### src/design/dma_cfg_pkg.sv
// Purpose: Constants for the DMA FIFO burst configuration block
// Assumes: AXI4-Lite register access, 32-bit data
// Notes:   FIFO sizes in bytes; counts are kept in bytes throughout
package dma_cfg_pkg;
  localparam logic [3:0]  ADDR_CONFIG     = 4'h0;   // Data configuration register
  localparam logic [3:0]  ADDR_STATUS     = 4'h4;   // Live FIFO levels and requests
  localparam logic [15:0] CONFIG_RESET    = 16'h0000;
  localparam int          WAIT_LSB        = 6;
  localparam int          WIDTH_BIT       = 5;
  localparam int          BURST_BIT       = 4;
  localparam int          RXT_LSB         = 2;
  localparam int          TXT_LSB         = 0;
  localparam logic [5:0]  FIFO_BYTES      = 6'h20;  // 32-byte FIFOs
  localparam logic [5:0]  BYTES_16        = 6'h02;
  localparam logic [5:0]  BYTES_32        = 6'h04;
  localparam logic [1:0]  RESP_OKAY       = 2'h0;
  localparam logic [1:0]  RESP_SLVERR     = 2'h2;

  typedef enum logic [3:0] {
    ST_IDLE = 4'h1,
    ST_T1   = 4'h2,
    ST_T2   = 4'h4,
    ST_WAIT = 4'h8
  } bus_state_e;

  // Receive trigger code to bytes
  function automatic logic [5:0] rx_bytes(input logic [1:0] code);
    case (code)
      2'h0:    rx_bytes = 6'h04;
      2'h1:    rx_bytes = 6'h08;
      2'h2:    rx_bytes = 6'h10;
      default: rx_bytes = 6'h18;
    endcase
  endfunction : rx_bytes

  // Transmit trigger code to bytes
  function automatic logic [5:0] tx_bytes(input logic [1:0] code);
    case (code)
      2'h0:    tx_bytes = 6'h08;
      2'h1:    tx_bytes = 6'h10;
      2'h2:    tx_bytes = 6'h18;
      default: tx_bytes = 6'h1C;
    endcase
  endfunction : tx_bytes
endpackage : dma_cfg_pkg

### src/design/dma_fifo_burst_config.sv
// Purpose: DMA engine control set by the data configuration register
// Assumes: FIFO levels are reported in bytes; memory completes each cycle
//          FIFO side updates its level the cycle after dma_item_done
// Notes:   One DMA cycle moves one data-path item; T1 then T2 plus waits
//          Config writes are meant to land while the engine is idle
//          No new request in the cycle a transfer ends: the level is stale
// Summary of operation
// RL1: Each DMA cycle gets extra T2 states equal to the wait-state field.
// RL2: Width bit 0 moves 16-bit items, bit 1 moves 32-bit items.
// RL3: Empty/fill mode runs until rx FIFO empty or tx FIFO full.
// RL4: Block mode ends a transfer once the threshold amount has moved.
// RL5: Receive request raised when rx FIFO holds 4, 8, 16 or 24 bytes.
// RL6: Block mode writes exactly the rx threshold amount per receive block.
// RL7: Transmit FIFO minimum level is 8, 16, 24 or 28 bytes by code.
// RL8: Block mode reads the tx threshold amount in one transmit burst.
// RL9: If less is needed to fill tx FIFO, only those reads are issued.
// RL10: Transmit bus request when tx FIFO level drops below threshold.
//
// Local design decisions: the AXI4-Lite interface to the registers and the placing of the registers.
`timescale 1ns/10ps
`default_nettype none
module dma_fifo_burst_config
  import dma_cfg_pkg::*;
(
  input  wire logic        core_clk,
  input  wire logic        rst_n,
  input  wire logic [3:0]  s_axi_awaddr,
  input  wire logic        s_axi_awvalid,
  output logic             s_axi_awready,
  input  wire logic [31:0] s_axi_wdata,
  input  wire logic [3:0]  s_axi_wstrb,
  input  wire logic        s_axi_wvalid,
  output logic             s_axi_wready,
  output logic [1:0]       s_axi_bresp,
  output logic             s_axi_bvalid,
  input  wire logic        s_axi_bready,
  input  wire logic [3:0]  s_axi_araddr,
  input  wire logic        s_axi_arvalid,
  output logic             s_axi_arready,
  output logic [31:0]      s_axi_rdata,
  output logic [1:0]       s_axi_rresp,
  output logic             s_axi_rvalid,
  input  wire logic        s_axi_rready,
  input  wire logic [5:0]  rx_fifo_level,
  input  wire logic [5:0]  tx_fifo_level,
  output logic             bus_request,
  input  wire logic        bus_grant,
  output logic             dma_strobe,
  output logic             dma_write,
  output logic             dma_wide,
  output logic             dma_item_done
);

  logic [15:0] data_config_reg;
  bus_state_e  state;
  bus_state_e  next_state;
  logic [1:0]  wait_cnt;
  logic [5:0]  moved;
  logic        dir_rx;
  logic        aw_held;
  logic        w_held;
  logic [3:0]  aw_addr;
  logic [31:0] w_data;
  logic [3:0]  w_strb;

  // Configuration fields
  wire [1:0] dma_wait_states        = data_config_reg[WAIT_LSB+1:WAIT_LSB];
  wire       dma_path_width         = data_config_reg[WIDTH_BIT];
  wire       burst_style_select     = data_config_reg[BURST_BIT];
  wire [1:0] rx_queue_trigger_level = data_config_reg[RXT_LSB+1:RXT_LSB];
  wire [1:0] tx_queue_trigger_level = data_config_reg[TXT_LSB+1:TXT_LSB];
  wire [5:0] item_bytes  = dma_path_width ? BYTES_32 : BYTES_16;  // RL2
  wire [5:0] rx_thresh   = rx_bytes(rx_queue_trigger_level);
  wire [5:0] tx_thresh   = tx_bytes(tx_queue_trigger_level);

  // Request conditions
  wire rx_req = rx_fifo_level >= rx_thresh;  // RL5
  wire tx_req = tx_fifo_level < tx_thresh;   // RL10 RL7

  // A finished transfer leaves the level stale for one cycle; skip it
  wire start_ok = (rx_req || tx_req) && !dma_item_done;  // RL5 RL10

  // Room left in the transmit FIFO and bytes moved after this item
  wire [5:0] tx_room  = FIFO_BYTES - tx_fifo_level;
  wire [5:0] moved_nx = moved + item_bytes;

  // End of transfer after the item now finishing
  wire rx_stop = burst_style_select ? (moved_nx >= rx_thresh)       // RL4 RL6
                                    : (rx_fifo_level <= item_bytes); // RL3
  wire tx_stop = (burst_style_select && moved_nx >= tx_thresh)       // RL4 RL8
               || (tx_room <= item_bytes);                           // RL3 RL9
  wire xfer_end  = dir_rx ? rx_stop : tx_stop;

  // Last bus state of an item: T2 with no waits, or the final wait state
  wire t2_last   = (state == ST_T2) && (dma_wait_states == 2'h0);        // RL1
  wire wait_last = (state == ST_WAIT) && (wait_cnt == dma_wait_states);  // RL1
  wire item_last = t2_last || wait_last;

  // Wait counter: one on entry to the wait states, then counts up
  wire [1:0] next_wait_cnt = (state == ST_T2)   ? 2'h1
                           : (state == ST_WAIT) ? wait_cnt + 2'h1
                           : 2'h0;

  // DMA cycle sequencer
  always_comb begin
    next_state = state;
    case (state)
      ST_IDLE: if (bus_grant && start_ok) next_state = ST_T1;
      ST_T1:   next_state = ST_T2;
      ST_T2:   next_state = (dma_wait_states == 2'h0) ? (xfer_end ? ST_IDLE : ST_T1) : ST_WAIT;
      ST_WAIT: if (wait_last) next_state = xfer_end ? ST_IDLE : ST_T1;  // RL1
      default: next_state = ST_IDLE;
    endcase
  end

  // Sequencer registers
  always_ff @(posedge core_clk or negedge rst_n) begin
    if (!rst_n) begin
      state         <= ST_IDLE;
      wait_cnt      <= 2'h0;
      moved         <= 6'h00;
      dir_rx        <= 1'b0;
      bus_request   <= 1'b0;
      dma_strobe    <= 1'b0;
      dma_write     <= 1'b0;
      dma_wide      <= 1'b0;
      dma_item_done <= 1'b0;
    end else begin
      state         <= next_state;
      // Request held from the idle decision until the last state ends
      bus_request   <= (state == ST_IDLE) ? start_ok
                                          : (next_state != ST_IDLE);
      dma_strobe    <= (next_state != ST_IDLE);
      dma_item_done <= item_last;
      dma_wide      <= dma_path_width;  // RL2
      dma_write     <= (state == ST_IDLE) ? rx_req : dir_rx;
      if (state == ST_IDLE) begin
        dir_rx <= rx_req;
        moved  <= 6'h00;
      end else if (item_last) begin
        moved <= moved_nx;
      end
      wait_cnt <= next_wait_cnt;  // RL1
    end
  end

  // AXI write channel capture
  wire aw_ok   = aw_held || s_axi_awvalid;
  wire w_ok    = w_held || s_axi_wvalid;
  wire do_wr   = aw_ok && w_ok && !s_axi_bvalid;
  wire [3:0] wr_addr  = aw_held ? aw_addr : s_axi_awaddr;
  wire [31:0] wr_data = w_held ? w_data : s_axi_wdata;
  wire [3:0] wr_strb  = w_held ? w_strb : s_axi_wstrb;
  wire wr_hit  = wr_addr == ADDR_CONFIG;
  wire rd_hit  = (s_axi_araddr == ADDR_CONFIG) || (s_axi_araddr == ADDR_STATUS);
  wire [31:0] rd_val = (s_axi_araddr == ADDR_CONFIG) ? {16'h0000, data_config_reg}
                     : {16'h0000, bus_request, dir_rx, 2'h0, tx_fifo_level, rx_fifo_level};

  // Register write and response
  always_ff @(posedge core_clk or negedge rst_n) begin
    if (!rst_n) begin
      data_config_reg <= CONFIG_RESET;
      aw_held <= 1'b0;
      w_held  <= 1'b0;
      aw_addr <= 4'h0;
      w_data  <= 32'h0000_0000;
      w_strb  <= 4'h0;
      s_axi_awready <= 1'b0;
      s_axi_wready  <= 1'b0;
      s_axi_bvalid  <= 1'b0;
      s_axi_bresp   <= RESP_OKAY;
    end else begin
      // Ready pulses for one cycle, then waits until the held pair drains and the write response is taken
      s_axi_awready <= !aw_held && !s_axi_awready && !s_axi_bvalid;
      s_axi_wready  <= !w_held && !s_axi_wready && !s_axi_bvalid;
      if (s_axi_awvalid && s_axi_awready) begin
        aw_held <= 1'b1;
        aw_addr <= s_axi_awaddr;
      end
      if (s_axi_wvalid && s_axi_wready) begin
        w_held <= 1'b1;
        w_data <= s_axi_wdata;
        w_strb <= s_axi_wstrb;
      end
      if (aw_held && w_held && !s_axi_bvalid) begin
        aw_held      <= 1'b0;
        w_held       <= 1'b0;
        s_axi_bvalid <= 1'b1;
        // Status is read only; a write to it is ignored but accepted
        s_axi_bresp  <= (aw_addr == ADDR_STATUS || wr_hit) ? RESP_OKAY
                                                           : RESP_SLVERR;
        if (wr_hit && wr_strb[0]) data_config_reg[7:0]  <= wr_data[7:0];
        if (wr_hit && wr_strb[1]) data_config_reg[15:8] <= wr_data[15:8];
      end else if (s_axi_bvalid && s_axi_bready) begin
        s_axi_bvalid <= 1'b0;
      end
    end
  end

  // Register read
  always_ff @(posedge core_clk or negedge rst_n) begin
    if (!rst_n) begin
      s_axi_arready <= 1'b0;
      s_axi_rvalid  <= 1'b0;
      s_axi_rdata   <= 32'h0000_0000;
      s_axi_rresp   <= RESP_OKAY;
    end else begin
      // One read at a time; data stands until the master takes it
      s_axi_arready <= !s_axi_arready && !s_axi_rvalid && s_axi_arvalid;
      if (s_axi_arvalid && s_axi_arready) begin
        s_axi_rvalid <= 1'b1;
        s_axi_rdata  <= rd_hit ? rd_val : 32'h0000_0000;
        s_axi_rresp  <= rd_hit ? RESP_OKAY : RESP_SLVERR;
      end else if (s_axi_rvalid && s_axi_rready) begin
        s_axi_rvalid <= 1'b0;
      end
    end
  end

  // Write-ready summary kept for debug visibility only
  wire unused_ok = do_wr;

endmodule : dma_fifo_burst_config
`default_nettype wire

### config.mk
export PLATFORM = sky130hd
export DESIGN_NAME = dma_fifo_burst_config
export DESIGN_NICKNAME = d
export VERILOG_FILES = /design/src/design/dma_cfg_pkg.sv /design/src/design/dma_fifo_burst_config.sv
export SDC_FILE = /design/constraint.sdc
export NUM_CORES = 1
export LEC_CHECK = 0
export ABC_AREA = 1
export ABC_CLOCK_PERIOD_IN_PS = 4400
export BUFFER_PORTS_ARGS = -buffer_cell sky130_fd_sc_hd__buf_2
export CAP_MARGIN = 25
export CORE_MARGIN = 2
export CORE_UTILIZATION = 57
export DETAILED_ROUTE_END_ITERATION = 10
export PLACE_DENSITY = 0.85
export SYNTH_ARGS = -nofsm -noshare
export SYNTH_HDL_FRONTEND = slang
export SYNTH_SLANG_ARGS = --single-unit
### constraint.sdc
create_clock -name core_clk -period 4.4 [get_ports core_clk]
set_input_delay 0.88 -clock core_clk [delete_from_list [all_inputs] [get_ports core_clk]]
set_output_delay 0.88 -clock core_clk [all_outputs]
set_load 0.05 [all_outputs]
**Word-level counts from Yosys, hierarchy flattened**

Index checks and enable logic that the tools add are counted.

- Bits in registers: 98
- Output and inout bits: 46

- Reduce and logical (&&, ||, !) cells: 45
- Add/subtract/negate cells: 3
- Equality and inequality tests: 12
- Mux-type cells: 30
- Order comparisons: 6

Operators with widths:

| operator | count |
|---|---|
| 2-to-1 mux 16 bit | 3 |
| one-hot mux 5 bit (3 select lines) | 2 |
| logical AND 1 bit | 20 |
| >= comparator 6 bit | 3 |
| 2-to-1 mux 4 bit | 4 |
| one-hot mux 4 bit (4 select lines) | 1 |
| equality test 4 x 3 -> 1 bit (second input constant) | 3 |
| less-or-equal comparator 6 x 3 -> 1 bit | 2 |
| 2-to-1 mux 2 bit | 6 |
| 2-to-1 mux 6 bit | 2 |
| 2-to-1 mux 1 bit | 11 |
| nonzero test 2 bit | 5 |
| logical NOT 1 bit | 8 |
| logical NOT 4 bit | 2 |
| adder 6 x 3 -> 6 bit | 1 |
| logical NOT 2 bit | 3 |
| less-than comparator 6 bit | 1 |
| subtractor 6 bit (first input constant) | 1 |
| logical OR 1 bit | 5 |
| equality test 2 x 1 -> 1 bit (second input constant) | 2 |
| equality test 2 bit (second input constant) | 2 |
| equality test 4 x 1 -> 1 bit (second input constant) | 1 |
| equality test 4 x 2 -> 1 bit (second input constant) | 1 |
| equality test 4 bit (second input constant) | 1 |
| 5 further kinds | 6 |

**Longest topological paths before layout**

Gate-level depths: netlist (run 1).

- Word-level depth: 11
- Mapped depth: 15
- Mapped depth without buffers: 15

**Worst setup path before layout (run 1)**

No wires, ideal clock.

- Kind: input port to flip-flop
- From: input tx_fifo_level[0]
- To: register dma_strobe
- Arrival time: 2.235 ns
- Buffers on the path: 0
- Path slack: 2.051 ns
- Stages: 14
- Library setup time: 0.113 ns
- Required time: 4.287 ns
- Cell sequence: inv_1 > ha_1 > xnor2_1 > ha_1 > inv_1 > nor2_1 > o21ai_0 > nand2_1 > nor2_1 > nand2_1 > nand3_1 > nand3_1 > nand2_1 > inv_2

- Cells in the longest elaborated chain, start to end: 8

RTL lines:

| element | line | source |
|---|---|---|
| start: declaration | dma_fifo_burst_config.sv:45 | `input wire logic [5:0] tx_fifo_level,` |
| subtractor 6 bit | dma_fifo_burst_config.sv:84 | `wire [5:0] tx_room = FIFO_BYTES - tx_fifo_level;` |
| less-or-equal comparator 6 x 3 -> 1 bit | dma_fifo_burst_config.sv:91 | `\|\| (tx_room <= item_bytes);` |
| logical OR 1 bit | dma_fifo_burst_config.sv:91 |  |
| 2-to-1 mux 1 bit | dma_fifo_burst_config.sv:92 | `wire xfer_end = dir_rx ? rx_stop : tx_stop;` |
| 2-to-1 mux 2 bit | dma_fifo_burst_config.sv:110, dma_fifo_burst_config.sv:111 |  |
| 2-to-1 mux 4 bit, on equally long branches | dma_fifo_burst_config.sv:111, dma_fifo_burst_config.sv:110 |  |
| one-hot mux 4 bit (4 select lines) (*) | dma_fifo_burst_config.sv:107 | `case (state)` |
| net next_state[0] | dma_fifo_burst_config.sv:56 | `bus_state_e next_state;` |
| inequality test 4 x 1 -> 1 bit (*) | dma_fifo_burst_config.sv:133 | `dma_strobe <= (next_state != ST_IDLE);` |
| end signal: assignment | dma_fifo_burst_config.sv:133 |  |
| end: declaration | dma_fifo_burst_config.sv:48 | `output logic dma_strobe,` |

Mark *: on every way through the listed nets, which the timed path passes. The rest lies on a longest branch.
A chain may end at the register's enable or synchronous reset.

**Worst setup path in the final report (run 1)**

- From: register data_config_reg[5]
- To: register bus_request

- Cells in the longest elaborated chain, start to end: 11

RTL lines:

| element | line | source |
|---|---|---|
| start: declaration | dma_fifo_burst_config.sv:54 | `logic [15:0] data_config_reg;` |
| start signal: assignment | dma_fifo_burst_config.sv:192 | `if (wr_hit && wr_strb[0]) data_config_reg[7:0] <= wr_data[7:0];` |
| 2-to-1 mux 3 bit (*) | dma_fifo_burst_config.sv:72 | `wire [5:0] item_bytes = dma_path_width ? BYTES_32 : BYTES_16;` |
| adder 6 x 3 -> 6 bit | dma_fifo_burst_config.sv:85 | `wire [5:0] moved_nx = moved + item_bytes;` |
| >= comparator 6 bit | dma_fifo_burst_config.sv:90 | `wire tx_stop = (burst_style_select && moved_nx >= tx_thresh)` |
| logical AND 1 bit | dma_fifo_burst_config.sv:90 |  |
| logical OR 1 bit | dma_fifo_burst_config.sv:91 |  |
| 2-to-1 mux 1 bit (*) | dma_fifo_burst_config.sv:92 |  |
| 2-to-1 mux 2 bit (*) | dma_fifo_burst_config.sv:110, dma_fifo_burst_config.sv:111 |  |
| 2-to-1 mux 4 bit, on equally long branches | dma_fifo_burst_config.sv:111, dma_fifo_burst_config.sv:110 |  |
| one-hot mux 4 bit (4 select lines) (*) | dma_fifo_burst_config.sv:107 |  |
| inequality test 4 x 1 -> 1 bit (*) | dma_fifo_burst_config.sv:132 | `: (next_state != ST_IDLE);` |
| 2-to-1 mux 1 bit (*) | dma_fifo_burst_config.sv:131 | `bus_request <= (state == ST_IDLE) ? start_ok` |
| end signal: assignment | dma_fifo_burst_config.sv:131 |  |
| end: declaration | dma_fifo_burst_config.sv:46 | `output logic bus_request,` |

Every way passes the cells marked *; elsewhere a longest branch is shown, timed or not.

==> results of run 1 <==
## cell type report
cell class,count,area [um2]
inverter,56,210
sequential,79,1980
clock buffer,9,124
clock inverter,7,87.6
timing repair buffer,74,395
fill,612,2380
multi-input combinational,339,1870
tap,99,124
## through the flow
step | hold WS, ns | cells | util (%)
2_1_floorplan | 0.439 | 503 | -
5_1_grt | 0.299 | 663 | 66.8
6_report | 0.320 | 663 | 66.8
3_3_place_gp | 0.432 | 646 | 63.5
3_5_place_dp | 0.444 | 646 | 63.5
4_1_cts | 0.457 | 662 | 66.4
## critical path, stage by stage (launching register included)
cell and delay [ns]:
dfrtp_1 0.51, inv_1 0.20, ha_1 0.28, fa_1 0.49, inv_1 0.07, ha_1 0.28
a21boi_0 0.18, nand2_1 0.08, nand3_1 0.07, nand2_1 0.06, nand2_1 0.06, nand2_1 0.07
nand3_1 0.10, nand2_1 0.07, nor2_2 0.10
## cells in the mapped netlist
cell type | number | area (um2)
dfrtp_1 | 78 | 1950
o22ai_1 | 2 | 12.5
dfstp_2 | 1 | 26.3
a21oi_1 | 3 | 15.0
a32o_1 | 4 | 40.0
inv_1 | 50 | 188
nand2_2 | 4 | 25.0
buf_6 | 2 | 22.5
nand3b_4 | 1 | 20.0
o21bai_1 | 1 | 7.51
inv_2 | 6 | 22.5
buf_1 | 1 | 3.75
and3_1 | 1 | 6.26
xnor2_1 | 2 | 17.5
buf_4 | 19 | 143
nor2_1 | 49 | 184
fa_1 | 1 | 20.0
nand3_1 | 12 | 60.1
o21ai_1 | 8 | 40.0
nor3_4 | 1 | 16.3
o21ai_0 | 21 | 105
nor2_2 | 1 | 6.26
mux2i_1 | 14 | 140
a21boi_0 | 2 | 15.0
o31ai_1 | 12 | 90.1
o21ai_2 | 16 | 140
xor2_1 | 3 | 26.3
nand4_1 | 3 | 18.8
conb_1 | 1 | 3.75
nor4_1 | 2 | 12.5
nand2_1 | 131 | 492
nor3_1 | 5 | 25.0
nand3_2 | 2 | 20.0
o31ai_4 | 1 | 21.3
nor3_2 | 2 | 20.0
buf_2 | 3 | 15.0
a21oi_2 | 1 | 8.76
ha_1 | 16 | 200
clkbuf_1 | 4 | 15.0
## layer usage
layer | global-route usage, % | vias up | wire length, um
met5 | 0 | - | 0
met4 | 7.82 | 0 | 184
met3 | 7.29 | 15 | 619
met2 | 39.4 | 114 | 4400
met1 | 30.9 | 1593 | 3810
li1 | - | 1672 | -
## final timing paths
path	slack [ns]	end	depth (start not counted)
setup / recovery	1.71	bus_request$_DFF_PN0_	14
hold / removal	0.32	s_axi_rdata[9]$_DFFE_PN0P_	1
setup reg to reg	1.71	bus_request$_DFF_PN0_	14
hold reg to reg	0.45	s_axi_wready$_DFF_PN0_	1
max in group asynchronous	3.48	state[0]$_DFF_PN1_	2
min in group core_clk	0.45	s_axi_wready$_DFF_PN0_	1
## logic make-up (layout without fill, tap and decap cells)
| group | count (synthesis) | after routing | synth area share [%] |
|---|---|---|---|
| AND/OR/NAND/NOR | 214 | 214 | 21.6 |
| buffers and inverters | 85 | 146 | 9.75 |
| flip-flops | 79 | 79 | 47.1 |
| AO/OA/AOI/OAI | 71 | 71 | 11.8 |
| adder cells (fa/ha/maj) | 17 | 17 | 5.25 |
| multiplexers | 14 | 14 | 3.34 |
| XOR/XNOR | 5 | 5 | 1.04 |
| other | 1 | 18 | 0.0894 |
## power by group
| part | switching [W] | leakage, nW | internal [W] |
|---|---|---|---|
| registers | 0.000209 | 1.03 | 0.000948 |
| clock network | 0.000265 | 0.109 | 0.000315 |
| logic | 0.000694 | 1.46 | 0.000354 |
==> flow_summary.yaml, run 1 <==
global_routing:
  overflow: 0
  track_usage_pct: 24.1
  grt_pass1_wl_um: 15500
  antenna_found_initial: 0
  grt_max_degree: 80
  grt_pass1_vias: 3309
yosys:
  ys.warnings.count: 0
  ys_seq_area_share_pct: 47.1
  synth_cell_type_count: 39
  syn_area_um2: 4200
  ys_seq_elements: 79
  syn_area_per_cell_um2: 8.63
  syn_inst: 486
timing:
  hold_viol: 0
  timing.fmax_ghz: 0.372
  finalCritPeriodShare_pct: 61.2
  rsz0062_at_grt: "false"
  setup_viol: 0
  setup-tns-final_ns: 0
  finClkSkew_ns: 0.00701
  fin_crit_ns: 2.69
  setup_slack_ns: 1.71
  slew_headroom_pct: 36.1
  worst-slew-pin-transition_ns: 0.958
  maxSlewViolCount: 0
power:
  p_per_area_nw_per_um2: 581
  p_total_w: 0.00279
  ir_worst_vdd_mv: 0.391
  leakagePower_nw: 2.60
setup_path:
  path_max_fanout: 6
  critPathLaunchType: "flop"
  crit_path_end_kind: "flop"
  cp.required_ns: 4.68
  crit_type: "flop to flop"
  reg2reg_from: "data_config_reg[5]$_DFFE_PN0P_"
  crit_start: "data_config_reg[5]$_DFFE_PN0P_"
  worstPathArrival_ns: 2.98
cts:
  cts.reportedPaths.clkPinSlew_ns: 0.08
  ctsResizeCount: 0
  root_buffer: "clkbuf_8"
  cts_max_level: 3
  ctsHoldBuffers: 0
  cts_tree: "done"
  clk_latency_ns: 0.35
  clockBufferDepth: 2
  cts_buffers: 9
  cts.sinks: 79
  post_cts.repair.setup_buffers: 0
run_status:
  status: "finished clean"
finish:
  layout.nets: 640
  diodes: 0
  design_area_um2: 4790
  syn_to_final_growth_pct: 14.2
  drive_gt1_share_pct: 22.3
  layout_commonest_cell: "nand2_1"
  layout_common_cells: "131 x nand2_1, 78 x dfrtp_1, 72 x buf_2"
floorplan:
  die_area_um2: 8060
  io_pins: 110
  start_util_pct: 58.5
  die_w_um: 89.8
  die_h_um: 89.8
  core_area_um2: 7180
  num_rows: 31
route:
  drt_wl_total_um: 9020
  ant_nets: 0
  vias: 3394
  drtPass1Iterations: 4
  drt_iter0_markers: 186
  post_drt_wl_per_cell_um: 13.6
  drc: 0
  via_per_inst: 5.12
placed_design:
  place_area_um2: 4550
  dp_hpwl_um: 6620
  place_ws_ns: 1.71
  gp_congestion: 0.860
  io_buffers: 73
run:
  max_cap_violations: 0
min_path:
  hp-class: "input port to async pin"
Note: power is estimated with default switching activity, not from simulation.
==> run 2, diff against run 1 <==
--- a/config.mk
+++ b/config.mk
@@ -6,13 +6,13 @@
 export NUM_CORES = 1
 export LEC_CHECK = 0
 export ABC_AREA = 1
-export ABC_CLOCK_PERIOD_IN_PS = 4400
+export ABC_CLOCK_PERIOD_IN_PS = 2750
 export BUFFER_PORTS_ARGS = -buffer_cell sky130_fd_sc_hd__buf_2
 export CAP_MARGIN = 25
 export CORE_MARGIN = 2
-export CORE_UTILIZATION = 57
+export CORE_UTILIZATION = 53
 export DETAILED_ROUTE_END_ITERATION = 10
-export PLACE_DENSITY = 0.85
+export PLACE_DENSITY = 0.8
 export SYNTH_ARGS = -nofsm -noshare
 export SYNTH_HDL_FRONTEND = slang
 export SYNTH_SLANG_ARGS = --single-unit
==> constraint.sdc (replaced) <==
create_clock -name core_clk -period 2.75 [get_ports core_clk]
set_input_delay 0.55 -clock core_clk [delete_from_list [all_inputs] [get_ports core_clk]]
set_output_delay 0.55 -clock core_clk [all_outputs]
set_load 0.05 [all_outputs]
==> flow_summary.yaml, run 2 (same netlist as run 1, synthesis figures left out) <==
global_routing:
  grt_max_degree: 80
  antenna_found_initial: 0
  track_usage_pct: 22.5
  grt_pass1_wl_um: 15300
  overflow: 0
  grt_pass1_vias: 3264
floorplan:
  die_w_um: 93.0
  die_h_um: 93.0
  io_pins: 110
  num_rows: 32
  core_area_um2: 7690
  start_util_pct: 54.6
  die_area_um2: 8650
timing:
  setup_viol: 0
  finClkSkew_ns: 0.0113
  finalCritPeriodShare_pct: 88.4
  fin_crit_ns: 2.43
  hold_ws_ns: 0.0743
  worst-slew-pin-transition_ns: 0.566
  hold_viol: 0
  rsz0062_at_grt: "false"
  slew_headroom_pct: 62.3
  maxSlewViolCount: 0
  setup-tns-final_ns: 0
  timing.fmax_ghz: 0.411
power:
  p_comb_share_pct: 40.4
  leakagePower_nw: 2.60
  ir_worst_vdd_mv: 0.570
  p_per_area_nw_per_um2: 905
  p_switching_w: 0.00186
  p_seq_share_pct: 41.8
  p_int_w: 0.00248
  power_frac_clock_pct: 17.9
  switching_share_pct: 42.9
min_path:
  hp-class: "input port to async pin"
route:
  drtPass1Iterations: 4
  drc: 0
  drt_wl_total_um: 9110
  ant_nets: 0
  post_drt_wl_per_cell_um: 13.6
  vias: 3406
  via_per_inst: 5.09
  drt_iter0_markers: 206
finish:
  final_core_util_pct: 62.3
  instances_no_fill: 669
  drive_gt1_share_pct: 22.6
  layout_common_cells: "131 x nand2_1, 78 x dfrtp_1, 72 x buf_2"
  design_area_um2: 4790
  layout_commonest_cell: "nand2_1"
  layout.nets: 644
  syn_to_final_growth_pct: 14.1
  diodes: 0
setup_path:
  critPathLaunchType: "flop"
  worstPathArrival_ns: 2.72
  crit_path_end_kind: "flop"
  cp.required_ns: 3.04
  path_max_fanout: 5
  crit_type: "flop to flop"
cts:
  ctsResizeCount: 0
  cts_max_level: 3
  clk_latency_ns: 0.35
  cts.sinks: 79
  ctsHoldBuffers: 0
  cts_tree: "done"
  clockBufferDepth: 2
  cts_buffers: 9
  cts.reportedPaths.clkPinSlew_ns: 0.08
  root_buffer: "clkbuf_8"
  post_cts.repair.setup_buffers: 0
placed_design:
  gp_congestion: 0.877
  place_area_um2: 4590
  dp_hpwl_um: 6800
  dp_cells: 653
  io_buffers: 73
run_status:
  status: "finished clean"
run:
  max_cap_violations: 0
==> run 2: metal layers <==
metal | vias up | global-route usage [%] | routed length [um]
li1 | 1685 | - | -
met1 | 1622 | 30.6 | 4090
met2 | 91 | 36.1 | 4410
met3 | 8 | 4.75 | 496
met4 | 0 | 7.60 | 112
met5 | - | 0 | 0
==> run 2: layout make-up <==
class / instances / area [um2]
Tap cell: 102 / 128
Fill cell: 684 / 2900
Clock inverter: 3 / 18.8
Clock buffer: 12 / 155
Inverter: 56 / 210
Sequential cell: 79 / 1980
Timing Repair Buffer: 78 / 425
Multi-Input combinational cell: 339 / 1870
==> run 2: worst paths after layout <==
kind / to / depth (start not counted) / slack [ns] / startpoint
setup / recovery: bus_request$_DFF_PN0_ / 14 / 0.32 / data_config_reg[5]$_DFFE_PN0P_
hold / removal: state[1]$_DFF_PN0_ / 1 / 0.07 / rst_n
setup reg to reg: bus_request$_DFF_PN0_ / 14 / 0.32 / data_config_reg[5]$_DFFE_PN0P_
hold reg to reg: s_axi_arready$_DFF_PN0_ / 1 / 0.45 / s_axi_arready$_DFF_PN0_
max in group asynchronous: s_axi_rdata[15]$_DFFE_PN0P_ / 2 / 2.11 / rst_n
min in group core_clk: s_axi_bvalid$_DFFE_PN0P_ / 2 / 0.38 / s_axi_bready
==> run 2: power groups by stage <==
stage	Sequential, W	Clock (W)	Combinational [W]
2_1_floorplan	0.00200	0	0.00112
3_3_place_gp	0.00181	0	0.00168
3_5_place_dp	0.00183	0	0.00175
4_1_cts	0.00181	0.000788	0.00175
5_1_grt	0.00186	0.000844	0.00195
6_report	0.00181	0.000774	0.00175
==> run 2: stage by stage <==
stage / power [W] / worst slack (ns)
detailed placement: 0.00357 / 0.352
CTS: 0.00435 / 0.334
global placement: 0.00349 / 0.443
floorplan: 0.00313 / 0.485
finish: 0.00433 / 0.319
global route: 0.00466 / 0.149
==> run 2: critical path: stages (launching register included) <==
cell	delay [ns]
dfrtp_1	0.38
inv_1	0.19
ha_1	0.23
fa_1	0.41
inv_1	0.11
ha_1	0.24
a21boi_0	0.21
nand2_1	0.08
nand2_1	0.07
nand2_1	0.05
nand2_1	0.05
nand3_1	0.09
nand3_1	0.11
nand2_1	0.08
nor2_2	0.08
